**src/hdl/iyb_defines.vh**
```
// Constants for the Y-indexed bus cycle sequencer
`ifndef IYB_DEFINES_VH
`define IYB_DEFINES_VH
`define IYB_PAGE_PREFIX 8'h18
`define IYB_OP_JUMP 8'h6E
`define IYB_OP_TEST 8'h6D
`define IYB_OP_CALL 8'hAD
`define IYB_DUMMY_ADDR 16'hFFFF
// Instruction classes
`define IYB_CLS_JUMP 4'h0
`define IYB_CLS_ALU8 4'h1
`define IYB_CLS_RMW 4'h2
`define IYB_CLS_TEST 4'h3
`define IYB_CLS_STORE8 4'h4
`define IYB_CLS_LOAD16 4'h5
`define IYB_CLS_STORE16 4'h6
`define IYB_CLS_ARITH16 4'h7
`define IYB_CLS_CALL 4'h8
`define IYB_CLS_BITOP 4'h9
`define IYB_CLS_BRBIT 4'hA
// Cycle counts per class
`define IYB_LEN_JUMP 4'h4
`define IYB_LEN_ALU8 4'h5
`define IYB_LEN_RMW 4'h7
`define IYB_LEN_TEST 4'h7
`define IYB_LEN_STORE8 4'h5
`define IYB_LEN_LOAD16 4'h6
`define IYB_LEN_STORE16 4'h6
`define IYB_LEN_ARITH16 4'h7
`define IYB_LEN_CALL 4'h7
`define IYB_LEN_BITOP 4'h8
`define IYB_LEN_BRBIT 4'h8
`endif

```
**src/hdl/iyb_cycle_len.v**
```verilog
// Cycle count lookup per instruction class
`default_nettype none
module iyb_cycle_len (
    input wire [3:0] i_cls,
    output reg [3:0] o_len
);
`include "iyb_defines.vh"
    always @* begin
        case (i_cls)
            `IYB_CLS_JUMP: o_len = `IYB_LEN_JUMP;
            `IYB_CLS_ALU8: o_len = `IYB_LEN_ALU8;
            `IYB_CLS_RMW: o_len = `IYB_LEN_RMW;
            `IYB_CLS_TEST: o_len = `IYB_LEN_TEST;
            `IYB_CLS_STORE8: o_len = `IYB_LEN_STORE8;
            `IYB_CLS_LOAD16: o_len = `IYB_LEN_LOAD16;
            `IYB_CLS_STORE16: o_len = `IYB_LEN_STORE16;
            `IYB_CLS_ARITH16: o_len = `IYB_LEN_ARITH16;
            `IYB_CLS_CALL: o_len = `IYB_LEN_CALL;
            `IYB_CLS_BITOP: o_len = `IYB_LEN_BITOP;
            default: o_len = `IYB_LEN_BRBIT;
        endcase
    end
endmodule // iyb_cycle_len
`default_nettype wire

```
**src/hdl/iyb_sequencer.v**
```verilog
// Bus cycle sequencer for Y-indexed instructions
`default_nettype none
// Notes on behaviour
// - Every instruction starts with prefix byte read
// - Jump: four cycles, ends dummy read
// - Test: seven cycles, operand cycle five, no writes
// - Call: seven cycles, offset then dummy read
// - Call cycle five reads at Y+offset
// - Call cycle six writes return low byte
// - Call cycle seven writes high at SP-1
// - 16-bit loads: high then low byte
// - 16-bit stores: write high then low
// - 16-bit arithmetic: two reads then dummy
// - Address is Y plus unsigned offset; cycle four dummy
// - Read-modify-write: read, dummy, write back
module iyb_sequencer (
    input wire i_sys_clk,
    input wire i_rst_n,
    input wire i_start,
    input wire [3:0] i_cls,
    input wire [15:0] i_opcode_addr,
    input wire [15:0] i_index_y,
    input wire [15:0] i_stack_ptr,
    input wire [15:0] i_return_addr,
    input wire [15:0] i_reg_data,
    input wire [7:0] i_result_data,
    input wire [7:0] i_second_opcode,
    input wire [7:0] i_bus_rdata,
    output reg o_busy,
    output reg o_cycle_valid,
    output reg [3:0] o_cycle_num,
    output reg [15:0] o_addr,
    output reg o_rw,
    output reg [7:0] o_wdata,
    output reg o_done,
    output reg [7:0] o_offset
);
`include "iyb_defines.vh"
////////////////////////////////////////////////////////////////
    // Async assert, synchronous release: no recovery race on release
    reg rst_meta_r;
    reg rst_sync_r;
    always @(posedge i_sys_clk or negedge i_rst_n) begin
        if (!i_rst_n) begin
            rst_meta_r <= 1'b0;
            rst_sync_r <= 1'b0;
        end else begin
            rst_meta_r <= 1'b1;
            rst_sync_r <= rst_meta_r;
        end
    end
////////////////////////////////////////////////////////////////
    // Two states suffice; the cycle counter carries the rest
    localparam ST_IDLE = 1'b0;
    localparam ST_RUN = 1'b1;
    reg state_r;
    reg [3:0] cls_r;
    reg [3:0] cyc_r;
    reg [15:0] opa_r;
    reg [15:0] iy_r;
    reg [15:0] sp_r;
    reg [15:0] ret_r;
    reg [15:0] rdat_r;
    reg [7:0] res_r;
    reg [7:0] op2_r;
    reg [7:0] off_r;
    // Length table kept apart so a new class touches one place
    wire [3:0] len_w;
    iyb_cycle_len u_len (
        .i_cls(cls_r),
        .o_len(len_w)
    );
    // Offset is zero-extended, never sign-extended
    wire [15:0] eff_w = iy_r + {8'h00, off_r};
    wire [15:0] eff1_w = eff_w + 16'h0001;
    // Offset arrives on the read data during cycle 3
    wire [15:0] eff_now_w = iy_r + {8'h00, i_bus_rdata};
    reg [15:0] addr_nxt;
    reg rw_nxt;
    reg [7:0] wdata_nxt;
    reg [15:0] base_w;
    // Address and direction of bus cycle cyc (1-based)
    always @* begin
        addr_nxt = `IYB_DUMMY_ADDR;
        rw_nxt = 1'b1;
        wdata_nxt = 8'h00;
        base_w = (cyc_r == 4'h4) ? eff_now_w : eff_w;
        case (cyc_r)
            // Prefix shown on write data for observers only, bus still reads
            4'h1: begin
                addr_nxt = opa_r;
                wdata_nxt = `IYB_PAGE_PREFIX;
            end
            4'h2: begin
                addr_nxt = opa_r + 16'h0001;
                wdata_nxt = op2_r;
            end
            4'h3: addr_nxt = opa_r + 16'h0002;
            4'h4: addr_nxt = `IYB_DUMMY_ADDR;
            4'h5: begin
                addr_nxt = base_w;
                if (cls_r == `IYB_CLS_STORE8) begin
                    rw_nxt = 1'b0;
                    wdata_nxt = rdat_r[7:0];
                end else if (cls_r == `IYB_CLS_STORE16) begin
                    rw_nxt = 1'b0;
                    wdata_nxt = rdat_r[15:8];
                end
            end
            4'h6: begin
                if (cls_r == `IYB_CLS_CALL) begin
                    addr_nxt = sp_r;
                    rw_nxt = 1'b0;
                    wdata_nxt = ret_r[7:0];
                end else if (cls_r == `IYB_CLS_LOAD16 || cls_r == `IYB_CLS_ARITH16) begin
                    addr_nxt = eff1_w;
                end else if (cls_r == `IYB_CLS_STORE16) begin
                    addr_nxt = eff1_w;
                    rw_nxt = 1'b0;
                    wdata_nxt = rdat_r[7:0];
                end else if (cls_r == `IYB_CLS_BITOP || cls_r == `IYB_CLS_BRBIT) begin
                    addr_nxt = opa_r + 16'h0003;
                end
            end
            4'h7: begin
                if (cls_r == `IYB_CLS_CALL) begin
                    addr_nxt = sp_r - 16'h0001;
                    rw_nxt = 1'b0;
                    wdata_nxt = ret_r[15:8];
                end else if (cls_r == `IYB_CLS_RMW) begin
                    addr_nxt = eff_w;
                    rw_nxt = 1'b0;
                    wdata_nxt = res_r;
                end else if (cls_r == `IYB_CLS_BRBIT) begin
                    addr_nxt = opa_r + 16'h0004;
                end
            end
            // Branch-on-bit ends on a dummy read, never a write
            4'h8: begin
                if (cls_r == `IYB_CLS_BITOP) begin
                    addr_nxt = eff_w;
                    rw_nxt = 1'b0;
                    wdata_nxt = res_r;
                end
            end
            // Unlisted cycles read the harmless dummy address
            default: addr_nxt = `IYB_DUMMY_ADDR;
        endcase
    end
////////////////////////////////////////////////////////////////
    // Start is ignored while busy; no refusal is signalled
    wire fresh_w = (state_r == ST_IDLE) && i_start;
    always @(posedge i_sys_clk or negedge rst_sync_r) begin
        if (!rst_sync_r) begin
            state_r <= ST_IDLE;
            cls_r <= 4'h0;
            cyc_r <= 4'h0;
            opa_r <= 16'h0000;
            iy_r <= 16'h0000;
            sp_r <= 16'h0000;
            ret_r <= 16'h0000;
            rdat_r <= 16'h0000;
            res_r <= 8'h00;
            op2_r <= 8'h00;
            off_r <= 8'h00;
            o_busy <= 1'b0;
            o_cycle_valid <= 1'b0;
            o_cycle_num <= 4'h0;
            o_addr <= `IYB_DUMMY_ADDR;
            o_rw <= 1'b1;
            o_wdata <= 8'h00;
            o_done <= 1'b0;
            o_offset <= 8'h00;
        end else begin
            o_done <= 1'b0;
            case (state_r)
                ST_IDLE: begin
                    o_cycle_valid <= 1'b0;
                    o_rw <= 1'b1;
                    if (fresh_w) begin
                        // Operands frozen at take except the result byte; later changes to the other inputs are ignored
                        state_r <= ST_RUN;
                        cls_r <= i_cls;
                        cyc_r <= 4'h1;
                        opa_r <= i_opcode_addr;
                        iy_r <= i_index_y;
                        sp_r <= i_stack_ptr;
                        ret_r <= i_return_addr;
                        rdat_r <= i_reg_data;
                        res_r <= i_result_data;
                        op2_r <= i_second_opcode;
                        o_busy <= 1'b1;
                    end
                end
                default: begin
                    o_cycle_valid <= 1'b1;
                    o_cycle_num <= cyc_r;
                    o_addr <= addr_nxt;
                    o_rw <= rw_nxt;
                    o_wdata <= wdata_nxt;
                    // Result byte may be refreshed until the write cycle
                    res_r <= i_result_data;
                    if (cyc_r == 4'h4) begin
                        off_r <= i_bus_rdata;
                        o_offset <= i_bus_rdata;
                    end
                    // Busy drops with the last cycle, so one idle edge follows
                    if (cyc_r == len_w) begin
                        state_r <= ST_IDLE;
                        cyc_r <= 4'h0;
                        o_busy <= 1'b0;
                        o_done <= 1'b1;
                    end else begin
                        cyc_r <= cyc_r + 4'h1;
                    end
                end
            endcase
        end
    end
endmodule // iyb_sequencer
`default_nettype wire

```
**config.mk**
```make
export PLATFORM = sky130hd
export DESIGN_NAME = iyb_sequencer
export DESIGN_NICKNAME = d
export VERILOG_FILES = /design/src/hdl/iyb_cycle_len.v /design/src/hdl/iyb_sequencer.v
export VERILOG_INCLUDE_DIRS = /design/src /design/src/hdl
export SDC_FILE = /design/constraint.sdc
export NUM_CORES = 1
export LEC_CHECK = 0
export BUFFER_PORTS_ARGS = -buffer_cell sky130_fd_sc_hd__buf_4
export CAP_MARGIN = 0
export CORE_MARGIN = 2
export CORE_UTILIZATION = 43
export CTS_BUF_LIST = sky130_fd_sc_hd__clkbuf_4 sky130_fd_sc_hd__clkbuf_8
export DETAILED_ROUTE_END_ITERATION = 10
export PLACE_DENSITY_LB_ADDON = 0.3
export SLEW_MARGIN = 20
export SYNTH_ARGS = -nofsm -noshare
export SYNTH_HDL_FRONTEND = slang
export SYNTH_HIERARCHICAL = 1
export SYNTH_SLANG_ARGS = --single-unit
```
**constraint.sdc**
```tcl
create_clock -name i_sys_clk -period 4.67 [get_ports i_sys_clk]
set_input_delay 0 -clock i_sys_clk [delete_from_list [all_inputs] [get_ports i_sys_clk]]
set_output_delay 0 -clock i_sys_clk [all_outputs]
set_load 0.02 [all_outputs]
```
==> key figures <==
Synthesis
  • Post-Synthesis Net Count: 1324
  • Largest cells by area after synthesis: dfrtp_1 34%, nand2_1 13%, dfstp_2 4.7%
  • Most common flop cell mapped by yosys: dfrtp_1
  • Count of unique library cells instantiated by Yosys: 73
  • Cells after Synth: 1183
  • Share of flip-flops with an asynchronous set or reset: between 90% and 100%
  • Yosys top cell area share: 34.0%
  • Synth warn: 6
  • Mapped Area: between 0.009 and 0.01 mm2
  • Synthesized flop and latch total: roughly 150
  • Synth Area per Inst: a little over 8 um2
  • Sequential area share after synthesis: about two fifths
  • EDFF count, synth: 0
  • Yosys top cell by area: dfrtp_1

Finish
  • Final #Nets: 1552
  • Storage element area: about 0.0037 mm2
  • Multi-input gate area in the final layout: 0.00557 mm2
  • Most common cell after layout, fill and taps aside: nand2_1
  • ANT cells: 0
  • Synthesis-to-layout area growth: 30.4%
  • # fillers: 1948
  • Most frequent cells in the layout: 335 x nand2_1, 161 x buf_4, 129 x dfrtp_1, 114 x dlygate4sd3_1, 79 x nor2_1
  • Layout cell share with drive strength beyond 1: 17.8%

Setup path
  • CP Launch Point: off_r[0]$_DFFE_PN0P_
  • CP arrival: 3.96 ns
  • Worst setup path end: o_addr[14]$_DFFE_PN1P_
  • Crit path max fanout: 7
  • Worst flop-to-flop path startpoint: off_r[0]$_DFFE_PN0P_
  • Worst reg-to-reg path cell count: 11
  • Reg-to-Reg End: o_addr[14]$_DFFE_PN1P_
  • Crit start category: flop
  • Kind of critical path: flop to flop
  • Critical Path RT: 5.06 ns
  • Setup crit end kind: flop
  • Worst R2R Setup Slack: 1.11 ns

Die
  • Num rows: 54
  • Die width: between 150 and 200 um
  • Die ar.: 0.0235 mm2
  • Core Area: 0.0218 mm2
  • # IOs: about 150
  • Chip height: ~150 um
  • Starting density of the core: a little over two fifths

Placed design
  • DP HPWL: 23.8 mm
  • Routability congestion estimate: 1.05
  • Buffers added on ports: 150
  • Pre-CTS WS: 1.21 ns

Power
  • Total internal power: 4.16 mW
  • Pwr per Cell Area: 685 mW/mm2
  • Worst-case vdd ir drop: 0.000270 V
  • Clk pwr share: roughly an eighth
  • Gate power share: 56.8%
  • Leakage power: 5.54 nW
  • Psw: 4.39 mW
  • Net Sw Frac: around half
  • Flop pwr share: 30.7%

Clock network
  • Clk buf depth: 2
  • CTS resizes: 0
  • Clk root buf: clkbuf_8
  • CTS tree: done
  • Skew-Pair Late Insertion Delay: about 0.49 ns
  • CTS buffer count: 17
  • CTS H-tree lvls: 4
  • Clk sinks: 147
  • Reg clk slew, reported paths: 0.10 ns

STA
  • Final worst path period share: 76.3%
  • Hold Fails Final Rpt: 0
  • Setup TNS: 0 ns
  • FMAX: 281 MHz
  • Slew headroom: 25.8%
  • Setup WS post-layout: 1.11 ns
  • RSZ-0062 raised after global routing: false
  • Final Critical Period: 3.56 ns
  • Worst-Margin Slew: 1.11 ns
  • Pins over their slew limit: 0
  • Final setup viols: 0
  • Worst Clk Skew: 0.0269 ns

Drt
  • DRC errors left: 0
  • Vias post-DR: between 9k and 10k
  • Avg Vias per Cell: 5.77
  • Initial DRC Count: 1050
  • Number of antenna-violating nets in the routed design: 0
  • Final wirelength: 33.4 mm
  • Drt first pass iters: 6
  • Avg WL per Cell: around 20 um

Run status
  • Status: completed

Global routing
  • Global-route wire length before repair: 52.1 mm
  • Initial antenna violation count: 0
  • GRT Overall Usage: around 28%
  • Final global-route overflow total: 0
  • Largest net degree at the start of global routing: just over 100
  • Vias in the first global route: 9425

Job
  • Max-cap viol count: 0

Min path
  • HP Class: primary input to flop
[worst max-delay path, stage by stage, from the launching register on]
cell and delay (ns):
dfrtp_1 0.42, ha_1 0.24, fa_1 0.45, a211oi_4 0.34
nor2_1 0.10, xor2_1 0.42, nand4_1 0.29, nor4_1 0.30
buf_4 0.18, nor4b_1 0.36, nor4b_1 0.29, nor3_1 0.09
[power by group through the flow]
stage / Combinational, mW / Sequential, mW / Clock (mW)
2_1_floorplan: 3.28 / 2.43 / 0
3_5_place_dp: 4.65 / 2.61 / 0
4_1_cts: 4.76 / 2.60 / 1.09
3_3_place_gp: 4.62 / 2.60 / 0
6_report: 4.86 / 2.63 / 1.07
5_1_grt: 5.26 / 2.70 / 1.14
[flip-flops by register name (all words and copies together), names as in the netlist, 4 cells and up]
signal and count:
sp_r 16, o_addr 16, opa_r 16, iy_r 16
op2_r 8, o_cycle_num 4, o_wdata 8, res_r 8
ret_r 16, rdat_r 16, off_r 8, cls_r 4
cyc_r 4
[per-layer routing]
layer	track usage, %	vias up	share of wire, %
met4	8.42	0	2.5
met2	42.7	462	44
li1	-	4611	-
met1	40.3	4694	44
met3	6.46	62	8.8
met5	0	-	0
[metrics by stage]
step	utilization [%]	power (mW)	area [um2]	hold WS (ns)	cells
finish	57.3	8.56	12500	0.126	1704
CTS	57.3	8.44	12500	0.0763	1704
global route	57.3	9.11	12500	0.183	1704
global placement	50.0	7.22	10900	-0.217	1558
detailed placement	50.0	7.26	10900	-0.215	1558
floorplan	-	5.71	9580	-0.296	1183
[repair_timing]
| item | in CTS | in global routing |
|---|---|---|
| buffers inserted | 0 | 0 |
| endpoints found under the hold margin | 110 | 0 |
| hold buffers | 114 | 0 |
[worst min path at each step]
| stage | slack (ns) | depth (start not counted) | to | start |
|---|---|---|---|---|
| after floorplan | -0.30 | 0 | rst_meta_r$_DFF_PN0_ | i_rst_n |
| after global placement | -0.22 | 1 | rst_meta_r$_DFF_PN0_ | i_rst_n |
| after detailed placement | -0.22 | 1 | rst_meta_r$_DFF_PN0_ | i_rst_n |
| after CTS | 0.08 | 3 | cyc_r[0]$_DFFE_PN0P_ | i_start |
| after global routing | 0.18 | 3 | cyc_r[0]$_DFFE_PN0P_ | i_start |
| final | 0.13 | 3 | cyc_r[0]$_DFFE_PN0P_ | i_start |
[cell type report]
type	instances	area share, %
multi-input cells	950	44.6
flip-flops and latches	147	29.6
well taps	280	2.80
clock inverters	15	1.59
inverters	19	0.571
repair buffers	276	19.0
clock buffers	17	1.87
[synthesized netlist by cell type (17+ instances only)]
library cell and count:
o21ai_0 55, dfstp_2 17, xnor2_1 45, inv_1 19, nor2_1 79, a221oi_1 24
nand3_1 18, mux2_2 21, ha_1 28, dfrtp_1 130, xor2_1 26, nor3_1 26
clkbuf_1 54, nand2_1 336, a21oi_1 62
[cell families after synthesis]
kind of cell	share of synthesized area (%)
mux	2.90
flops	38.6
other cells	0.0391
fa+ha+maj	4.07
simple gates	24.8
xor+xnor	6.66
compound gates	19.5
buf+inv	3.45
Note: power is estimated with default switching activity, not from simulation.
